$ cat config.mk
export PLATFORM = sky130hd
export DESIGN_NAME = port_mode_select
export DESIGN_NICKNAME = d
export VERILOG_FILES = /design/src/include/mode_select_pkg.sv /design/src/logic/port_mode_select.sv
export VERILOG_INCLUDE_DIRS = /design/src /design/src/include
export SDC_FILE = /design/constraint.sdc
export NUM_CORES = 1
export LEC_CHECK = 0
export BUFFER_PORTS_ARGS = -buffer_cell sky130_fd_sc_hd__buf_4
export CAP_MARGIN = 0
export CORE_ASPECT_RATIO = 1.2
export CORE_MARGIN = 5
export CORE_UTILIZATION = 34
export DETAILED_ROUTE_END_ITERATION = 10
export GPL_TIMING_DRIVEN = 0
export PLACE_DENSITY = 0.68
export SLEW_MARGIN = 0
export SYNTH_ARGS = -nofsm -noshare
export SYNTH_HDL_FRONTEND = slang
export SYNTH_SLANG_ARGS = --single-unit
$ cat constraint.sdc
create_clock -name i_mclk -period 2.1 [get_ports i_mclk]
set_input_delay 0 -clock i_mclk [delete_from_list [all_inputs] [get_ports i_mclk]]
set_output_delay 0 -clock i_mclk [all_outputs]
set_load 0.01 [all_outputs]
$ cat src/include/mode_select_consts.svh
// strap codes and timing constants for the port and management mode select block
`ifndef MODE_SELECT_CONSTS_SVH
`define MODE_SELECT_CONSTS_SVH
`define P0_CODE_MAC      3'h0
`define P0_CODE_PHY_LO   3'h1
`define P0_CODE_PHY_HI   3'h6
`define MGMT_CODE_EXT    2'h1
`define MGMT_CODE_TWI    2'h2
`define ROLE_CODE_MII_LO 3'h1
`define ROLE_CODE_MII_HI 3'h3
`define ROLE_CODE_RMII_LO 3'h4
`define ROLE_CODE_RMII_HI 3'h6
`define ROLE_CODE_INT    3'h7
`define SETTLE_NS        200
`define CLK_PERIOD_NS    50
`define SETTLE_CYCLES    ((`SETTLE_NS + `CLK_PERIOD_NS - 1) / `CLK_PERIOD_NS)
`endif

$ cat src/include/mode_select_pkg.sv
// types for the port and management mode select block
package mode_select_pkg;
	typedef enum logic [1:0] {
		role_mac,
		role_phy_mii,
		role_phy_rmii,
		role_internal
	} port_role_e;
	typedef enum logic [1:0] {
		mgmt_reserved,
		mgmt_ext_slave,
		mgmt_twi_slave
	} mgmt_mode_e;
	typedef enum logic [1:0] {
		rate_10,
		rate_100,
		rate_200
	} rate_e;
endpackage

$ cat src/logic/port_mode_select.sv
// strap capture and decode of port roles and management paths
// How it works
// [RULE_01] port 0 and port 1 each may take MAC role toward an external PHY, independently.
// [RULE_02] a MAC-role port allows 10, 100 and 200 Mbps, 200 being turbo.
// [RULE_03] each port may take PHY role toward an external MAC over MII or RMII, independently.
// [RULE_04] a PHY-role port on MII allows 10, 100 and 200 Mbps.
// [RULE_05] a PHY-role port on RMII allows only 10 and 100 Mbps, never turbo.
// [RULE_06] two-wire management makes the device a two-wire slave for CPU register access.
// [RULE_07] the two-wire slave and the EEPROM master share one pair of pins and take turns.
// [RULE_08] the EEPROM master loads configuration and serves CPU EEPROM access in every mode.
// [RULE_09] the extended slave maps PHYs to normal addresses and other registers to 16 to 31.
// [RULE_10] the plain management slave exposes only the two internal PHY register sets.
// [RULE_11] MAC role with two-wire management makes the device a management master.
// [RULE_12] a virtual PHY register set is reachable by the external MAC over management pins.
// [RULE_13] straps are sampled at startup; port-0 000 is MAC, management 01 extended, 10 two-wire.
// [RULE_14] port-0 codes 001 to 110 are PHY role and choose the slave's register reach.
// [RULE_15] port-1 role never changes the management mode.
// [RULE_16] port 1 role comes from its own 3-bit strap.
// [RULE_17] port-0 111 and management 00 or 11 are reserved.
`timescale 1ns/1ns
`default_nettype none
`include "mode_select_consts.svh"
module port_mode_select (
	input  wire logic                        i_mclk,
	input  wire logic                        i_srst,
	input  wire logic [2:0]                  i_port0_role_strap,
	input  wire logic [2:0]                  i_port1_role_strap,
	input  wire logic                        i_mgmt_select_high_strap,
	input  wire logic                        i_mgmt_select_low_strap,
	input  wire logic                        i_eeprom_req,
	input  wire logic                        i_twi_slave_busy,
	output var  logic                        o_straps_valid,
	output var  mode_select_pkg::port_role_e o_port0_role,
	output var  mode_select_pkg::port_role_e o_port1_role,
	output var  mode_select_pkg::rate_e      o_port0_max_rate,
	output var  mode_select_pkg::rate_e      o_port1_max_rate,
	output var  mode_select_pkg::mgmt_mode_e o_mgmt_mode,
	output var  logic                        o_twi_slave_en,
	output var  logic                        o_ext_slave_en,
	output var  logic                        o_ext_slave_upper_map,
	output var  logic                        o_plain_slave_en,
	output var  logic                        o_mdio_master_en,
	output var  logic                        o_vphy_slave_en,
	output var  logic                        o_vphy_in_ext_map,
	output var  logic                        o_eeprom_master_en,
	output var  logic                        o_eeprom_grant,
	output var  logic                        o_reserved_mode
);
	import mode_select_pkg::*;

	localparam int unsigned settle_cnt = `SETTLE_CYCLES;

	// port role decode shared by both ports
	function automatic port_role_e role_of(input logic [2:0] code, input logic allow_int);
		if (code == `P0_CODE_MAC) begin
			role_of = role_mac; // see [RULE_01]
		end else if (code >= `ROLE_CODE_MII_LO && code <= `ROLE_CODE_MII_HI) begin
			role_of = role_phy_mii; // see [RULE_03]
		end else if (code >= `ROLE_CODE_RMII_LO && code <= `ROLE_CODE_RMII_HI) begin
			role_of = role_phy_rmii; // see [RULE_03]
		end else if (allow_int) begin
			role_of = role_internal;
		end else begin
			role_of = role_mac; // reserved code, undefined by design
		end
	endfunction

	// fastest rate each role may run
	function automatic rate_e rate_of(input port_role_e r);
		case (r)
			role_mac:      rate_of = rate_200; // see [RULE_02]
			role_phy_mii:  rate_of = rate_200; // see [RULE_04]
			default:       rate_of = rate_100; // see [RULE_05]
		endcase
	endfunction

	// strap sampling: wait a few cycles after reset so straps are stable, then latch once
	logic [3:0]  settle_reg;
	logic [3:0]  settle_next;
	logic        valid_reg;
	logic        valid_next;
	logic [2:0]  p0_reg;
	logic [2:0]  p0_next;
	logic [2:0]  p1_reg;
	logic [2:0]  p1_next;
	logic [1:0]  mg_reg;
	logic [1:0]  mg_next;

	always_comb begin
		settle_next = settle_reg;
		valid_next  = valid_reg;
		p0_next     = p0_reg;
		p1_next     = p1_reg;
		mg_next     = mg_reg;
		if (!valid_reg) begin
			if (settle_reg == 4'(settle_cnt - 1)) begin
				valid_next = 1'b1; // see [RULE_13]
				p0_next    = i_port0_role_strap;
				p1_next    = i_port1_role_strap; // see [RULE_16]
				mg_next    = {i_mgmt_select_high_strap, i_mgmt_select_low_strap};
			end else begin
				settle_next = settle_reg + 4'h1;
			end
		end
	end

	// capture registers; straps are frozen once latched
	always_ff @(posedge i_mclk) begin
		if (i_srst) begin
			settle_reg <= 4'h0;
			valid_reg  <= 1'b0;
			p0_reg     <= 3'h0;
			p1_reg     <= 3'h0;
			mg_reg     <= 2'h0;
		end else begin
			settle_reg <= settle_next;
			valid_reg  <= valid_next;
			p0_reg     <= p0_next;
			p1_reg     <= p1_next;
			mg_reg     <= mg_next;
		end
	end

	// mode decode from latched straps; port 1 never enters the management terms
	port_role_e r0;
	port_role_e r1;
	logic       p0_mac;
	logic       p0_phy;
	logic       m_ext;
	logic       m_twi;
	logic       resv;
	logic       live;
	logic       straps_valid_next;
	port_role_e port0_role_next;
	port_role_e port1_role_next;
	rate_e      port0_rate_next;
	rate_e      port1_rate_next;
	mgmt_mode_e mgmt_mode_next;
	logic       twi_slave_next;
	logic       ext_slave_next;
	logic       upper_map_next;
	logic       plain_slave_next;
	logic       mdio_master_next;
	logic       vphy_slave_next;
	logic       vphy_ext_next;
	logic       eeprom_master_next;
	logic       reserved_next;

	always_comb begin
		r0     = role_of(p0_reg, 1'b0);
		r1     = role_of(p1_reg, 1'b1); // see [RULE_15]
		p0_mac = (p0_reg == `P0_CODE_MAC);
		p0_phy = (p0_reg >= `P0_CODE_PHY_LO) && (p0_reg <= `P0_CODE_PHY_HI); // see [RULE_14]
		m_ext  = (mg_reg == `MGMT_CODE_EXT);
		m_twi  = (mg_reg == `MGMT_CODE_TWI);
		resv   = !(p0_mac || p0_phy) || !(m_ext || m_twi); // see [RULE_17]
		live   = valid_reg && !resv; // no slave or master enable other than the eeprom master is on before the straps are latched
		straps_valid_next  = valid_reg;
		port0_role_next    = r0;
		port1_role_next    = r1;
		port0_rate_next    = rate_of(r0);
		port1_rate_next    = rate_of(r1);
		mgmt_mode_next     = resv ? mgmt_reserved : (m_ext ? mgmt_ext_slave : mgmt_twi_slave);
		twi_slave_next     = live && m_twi; // see [RULE_06]
		ext_slave_next     = live && m_ext; // see [RULE_09]
		upper_map_next     = live && m_ext; // see [RULE_09]
		plain_slave_next   = 1'b0; // see [RULE_10] no listed strap selects plain slave
		mdio_master_next   = live && p0_mac && m_twi; // see [RULE_11]
		vphy_slave_next    = live && p0_phy && m_twi; // see [RULE_12]
		vphy_ext_next      = live && p0_phy && m_ext; // see [RULE_14]
		eeprom_master_next = 1'b1; // see [RULE_08]
		reserved_next      = valid_reg && resv; // see [RULE_17]
	end

	// two-wire pin arbitration: eeprom master holds the pins until released, slave otherwise
	logic grant_reg;
	logic grant_next;

	always_comb begin
		grant_next = grant_reg;
		if (!valid_reg) begin
			grant_next = 1'b1; // initial load owns the pins, see [RULE_08]
		end else if (grant_reg && !i_eeprom_req) begin
			grant_next = 1'b0; // see [RULE_07]
		end else if (!grant_reg && i_eeprom_req && !i_twi_slave_busy) begin
			grant_next = 1'b1; // see [RULE_07]
		end
	end

	always_ff @(posedge i_mclk) begin
		if (i_srst) begin
			grant_reg <= 1'b0;
		end else begin
			grant_reg <= grant_next;
		end
	end

	// registered outputs
	always_ff @(posedge i_mclk) begin
		if (i_srst) begin
			o_straps_valid        <= 1'b0;
			o_port0_role          <= role_mac;
			o_port1_role          <= role_mac;
			o_port0_max_rate      <= rate_10;
			o_port1_max_rate      <= rate_10;
			o_mgmt_mode           <= mgmt_reserved;
			o_twi_slave_en        <= 1'b0;
			o_ext_slave_en        <= 1'b0;
			o_ext_slave_upper_map <= 1'b0;
			o_plain_slave_en      <= 1'b0;
			o_mdio_master_en      <= 1'b0;
			o_vphy_slave_en       <= 1'b0;
			o_vphy_in_ext_map     <= 1'b0;
			o_eeprom_master_en    <= 1'b0;
			o_eeprom_grant        <= 1'b0;
			o_reserved_mode       <= 1'b0;
		end else begin
			o_straps_valid        <= straps_valid_next;
			o_port0_role          <= port0_role_next;
			o_port1_role          <= port1_role_next;
			o_port0_max_rate      <= port0_rate_next;
			o_port1_max_rate      <= port1_rate_next;
			o_mgmt_mode           <= mgmt_mode_next;
			o_twi_slave_en        <= twi_slave_next;
			o_ext_slave_en        <= ext_slave_next;
			o_ext_slave_upper_map <= upper_map_next;
			o_plain_slave_en      <= plain_slave_next;
			o_mdio_master_en      <= mdio_master_next;
			o_vphy_slave_en       <= vphy_slave_next;
			o_vphy_in_ext_map     <= vphy_ext_next;
			o_eeprom_master_en    <= eeprom_master_next;
			o_eeprom_grant        <= grant_next;
			o_reserved_mode       <= reserved_next;
		end
	end
endmodule // port_mode_select
`default_nettype wire

Word-level counts from Yosys, hierarchy flattened
Cells that the tools add are included. W data, S select, Z words.

Bits of input ports: 12. Latch bits: 0. Bits in writable memories: 0. Word-level logic and storage cells: 86. Memory bits (read-only): 0. Register bits: 32. Memories kept: 0. Output and inout port bits: 21.

$lt $le $gt $ge: 8. Mux-type cells: 15. Eq/ne operators: 6. Add/subtract/negate cells: 1. Shift-type cells: 0. Div/mod/pow operators: 0. Reduce and logical (&&, ||, !) cells: 35. $mul: 0. Bitwise logic cells: 2.

Operators by type and width (count): $logic_and A1 B1 Y1 (17); $mux W2 (8); $mux W1 (7); $eq A2 B1 Y1 const B (3); $ge A3 B1 Y1 const B (2); $ge A3 B3 Y1 const B (2); $le A3 B2 Y1 const B (2); $le A3 B3 Y1 const B (2); $logic_not A1 Y1 (6); $logic_not A3 Y1 (2); $reduce_or A2 Y1 (3); $add A4 B1 Y4 const B (1); $eq A4 B2 Y1 const B (1); $logic_not A2 Y1 (2); $reduce_and A2 Y1 (2); $logic_or A1 B1 Y1 (3); $ne A3 B1 Y1 const B (1); $eq A2 B2 Y1 const B (1); $not A1 Y1 (2).

Longest topological paths before layout
Word-level depth: 9. Depth in mapped cells: 5. Gate-level depth less buffers: 5.

Worst setup path after synthesis
OpenSTA, ideal clock, no wires.

Path kind: register -> register. From: register settle_reg[0]. To: register p0_reg[0]. Cell stages (with the launch flop): 6. Arrival: 1.221 ns. Buffers on the path: 1. Setup time: 0.132 ns. Slack: 0.747 ns. Clock period less this slack: 1.353 ns. Cells stage by stage: dfxtp_1 ha_1 or4b_1 buf_2 nand2_1 a21oi_1.

Longest elaborated chain between the ends: 2.

RTL lines: from (decl) (line port_mode_select.sv:78) `logic [3:0] settle_reg;`; from (signal assigned) (line port_mode_select.sv:116) `settle_reg <= settle_next;`; $eq A4 B2 Y1 (line port_mode_select.sv:96) `if (settle_reg == 4'(settle_cnt - 1)) begin`; $reduce_and A2 Y1 (no line); to (signal assigned) (line port_mode_select.sv:118) `p0_reg <= p0_next;`; to (decl) (line port_mode_select.sv:82) `logic [2:0] p0_reg;`.

Every way passes these cells. A chain may end at the register's enable or synchronous reset.

Final worst setup path
Same ends and word-level chain as after synthesis.

==> out/summary.json <==
{
  "run_status": {"value": "finished clean"},
  "share_of_the_synthesized_area_in_the_top_cell_type": {"value": 56.6, "unit": "%"},
  "cts_tree": {"value": "done"},
  "gate_count_post_synth": {"value": 113},
  "detail_route.drc_violations": {"value": 0},
  "initial_cell_density_of_the_core": {"value": 35.6, "unit": "%"},
  "path_buf_inv": {"value": 1},
  "hold_path_class": {"value": "in -> reg"},
  "cts-buffers-inserted": {"value": 5},
  "syn_area_per_cell": {"value": 9.70, "unit": "um^2"},
  "yosys.cell_count.top_type": {"value": "sky130_fd_sc_hd__dfxtp_1"},
  "timing.critical_path.from_type": {"value": "register"},
  "final_net_count": {"value": 176},
  "metal2_wl": {"value": 991, "unit": "um"},
  "floorplan.die.width": {"value": 61.8, "unit": "um"},
  "grt_setup_unrepaired": {"value": "no"},
  "powerDensity": {"value": 843, "unit": "mW/mm^2"},
  "clock-skew-final": {"value": 0.0133, "unit": "ns"},
  "area_of_the_die": {"value": 0.00446, "unit": "mm^2"},
  "synth-warning-count": {"value": 0},
  "cp_data_arrival_time": {"value": 1.67, "unit": "ns"},
  "setup_violations": {"value": 0},
  "final_antenna_net_count": {"value": 0},
  "clkSlewWorstSetupHoldPaths": {"value": 0.09, "unit": "ns"},
  "core_area": {"value": 0.00308, "unit": "mm^2"},
  "clock_tree.buffer_depth": {"value": 2},
  "globalRoute.totalOverflow": {"value": 0},
  "met3WireLength": {"value": 208, "unit": "um"},
  "fmaxAchievable": {"value": 681, "unit": "MHz"},
  "max_cap_violation_count": {"value": 0},
  "wirelength_met1": {"value": 869, "unit": "um"},
  "slew_violations": {"value": 0},
  "first_pass_iteration_count_of_the_detailed_router": {"value": 4},
  "postLayoutSetupSlackWorst": {"value": 0.631, "unit": "ns"},
  "vias_per_cell": {"value": 4.32},
  "grt_util_all_layers": {"value": 11.0, "unit": "%"},
  "timing_worst_setup_path_type": {"value": "reg -> reg"},
  "cts.sink_count": {"value": 31},
  "route.vias.total": {"value": 855},
  "post_synth_most_frequent_cells": {"value": "31 x sky130_fd_sc_hd__dfxtp_1, 20 x sky130_fd_sc_hd__nand2_1, 13 x sky130_fd_sc_hd__a21oi_1"},
  "critPathTopFamily": {"value": "simple AND/OR/NAND/NOR gates"},
  "post_cts_buffers": {"value": 0},
  "floorplan.rows": {"value": 22},
  "boundaryPins": {"value": 33},
  "clock_tree.htree_level_count": {"value": 2},
  "clk_root_buffer_cell": {"value": "sky130_fd_sc_hd__clkbuf_4"},
  "io_buffers": {"value": 31},
  "drive_above_1_share": {"value": 27.8, "unit": "%"},
  "grt_start_max_net_pins": {"value": 11},
  "top_layer": {"value": "met4"},
  "grt_pass1_vias": {"value": 812},
  "stdcell_count": {"value": 198},
  "synthFlopType": {"value": "sky130_fd_sc_hd__dfxtp_1"},
  "routabilityCongestion": {"value": 0.726},
  "post_synth_instance_area": {"value": 0.00110, "unit": "mm^2"},
  "end_kind": {"value": "register"},
  "area_growth_syn_to_layout": {"value": 40.8, "unit": "%"},
  "cellLeakagePower": {"value": 0.689, "unit": "nW"},
  "cp_data_required_time": {"value": 2.30, "unit": "ns"},
  "min_period": {"value": 1.47, "unit": "ns"},
  "wl_per_cell": {"value": 10.7, "unit": "um"},
  "drt_iter0_drc": {"value": 11},
  "synth.ff_latch_count": {"value": 31},
  "power.total": {"value": 1.30, "unit": "mW"},
  "critical_path_peak_fanout": {"value": 8},
  "dp.final_hpwl": {"value": 1560, "unit": "um"},
  "vdd_ir_drop_max": {"value": 506, "unit": "uV"},
  "grt_pass1_wl": {"value": 3530, "unit": "um"},
  "async_reset_ff_share": {"value": 0, "unit": "%"},
  "antenna-diode-count": {"value": 0},
  "path_cells": {"value": "ha_1 -> or4b_1 -> buf_2 -> nand2_1 -> a21oi_1"},
  "timing.final.crit_share": {"value": 70.0, "unit": "%"},
  "grt_antenna_before_repair": {"value": 0},
  "yosys.cell_types.count": {"value": 28},
  "number_of_enable_type_register_cells_in_the_synthesized_netlist": {"value": 0},
  "max_stage_delay": {"value": 0.43, "unit": "ns"},
  "synth-seq-area-share": {"value": 56.6, "unit": "%"},
  "final_number_of_hold_violating_endpoints": {"value": 0},
  "largest_reg_flops": {"value": 4},
  "dpl_worst_slack": {"value": 0.637, "unit": "ns"},
  "die_height": {"value": 72.2, "unit": "um"},
  "critPathSlowestCell": {"value": "sky130_fd_sc_hd__or4b_1"},
  "clock_latency_late_sink": {"value": 0.33, "unit": "ns"},
  "place_inst": {"value": 180},
  "synth_top_cell_by_area": {"value": "sky130_fd_sc_hd__dfxtp_1"},
  "fin_tns_setup": {"value": 0, "unit": "ns"},
  "synth.area.top_cells": {"value": "sky130_fd_sc_hd__dfxtp_1 57%, sky130_fd_sc_hd__nand2_1 6.8%, sky130_fd_sc_hd__a21oi_1 5.9%, sky130_fd_sc_hd__ha_1 3.4%, sky130_fd_sc_hd__inv_1 2.4%"},
  "synth_fp_nets": {"value": 128},
  "route.final.wire_length": {"value": 2130, "unit": "um"}
}
[layout make-up]
class | instances | area, um^2
sequential | 31 | 621
buffer | 7 | 56.3
clock buffer | 8 | 68.8
fill | 326 | 1540
inverter | 7 | 26.3
tap | 36 | 45.0
multi-input combinational | 68 | 393
timing repair buffer | 41 | 333
[worst min-delay path: cells and delay by family]
family          cells  cell delay (ns)
compound gates      2             0.20
buf+inv             2             0.10
[metrics by stage]
step                      instance area [um^2]  utilization, %  hold slack, ns
after floorplan                           1100               -          0.0905
after global placement                    1370            44.6           0.228
after detailed placement                  1370            44.6           0.233
after CTS                                 1540            50.0         0.00803
after global routing                      1540            50.0          0.0141
final                                     1540            50.0          0.0213
[kinds of logic (layout without fill, tap and decap cells)]
group	after synthesis	count (layout)	synth area share (%)
other	1	1	0.342
xor gates and xnor gates	1	1	0.799
AOI/OAI and AO/OA	17	17	7.88
and+or+nand+nor	44	44	21.5
DFF	31	31	56.6
buffers and inverters	14	63	7.53
muxes	2	2	1.94
adders and majority gates	3	3	3.43
[final timing paths]
path / start / to / slack (ns) / cells after the start
hold / removal: i_twi_slave_busy / o_eeprom_grant / 0.02 / 4
hold reg to reg: p1_reg[2] / o_port1_max_rate[1] / 0.45 / 1
setup reg to reg: settle_reg[0] / p0_reg[0] / 0.63 / 5
setup / recovery: settle_reg[0] / p0_reg[0] / 0.63 / 5
[per-layer routing]
metal	track usage (%)	vias to the layer above
met2	16.8	32
met3	4.80	6
met5	0	-
li1	-	463
met1	12.5	354
met4	6.37	0
[report_power, final]
part / switching, mW / leakage (nW) / internal, mW
registers: 0.0354 / 0.252 / 0.645
clock network: 0.183 / 0.0386 / 0.197
logic: 0.114 / 0.398 / 0.127
total: 0.333 / 0.689 / 0.968
[repair_timing]
item                                   4_1_cts  5_1_grt
endpoints found under the hold margin       12        0
gates resized for setup                      0        0
hold buffers                                10        0
[placed cells by master (no fill, tap or decap), drive strengths merged]
cell	n
and3	3
xor2	1
or4b	2
buf	36
nor3	2
inv	7
nor2b	3
mux2	1
a31oi	1
ha	3
nor4	1
nand4b	1
o21ai	3
nor4b	1
mux2i	1
dfxtp	31
and3b	1
dlygate4sd3	10
and2	1
nor3b	1
clkbuf	10
conb	1
a21oi	13
nor2	7
nand3	1
nand2	20
Power figures use the tool's default switching activity.
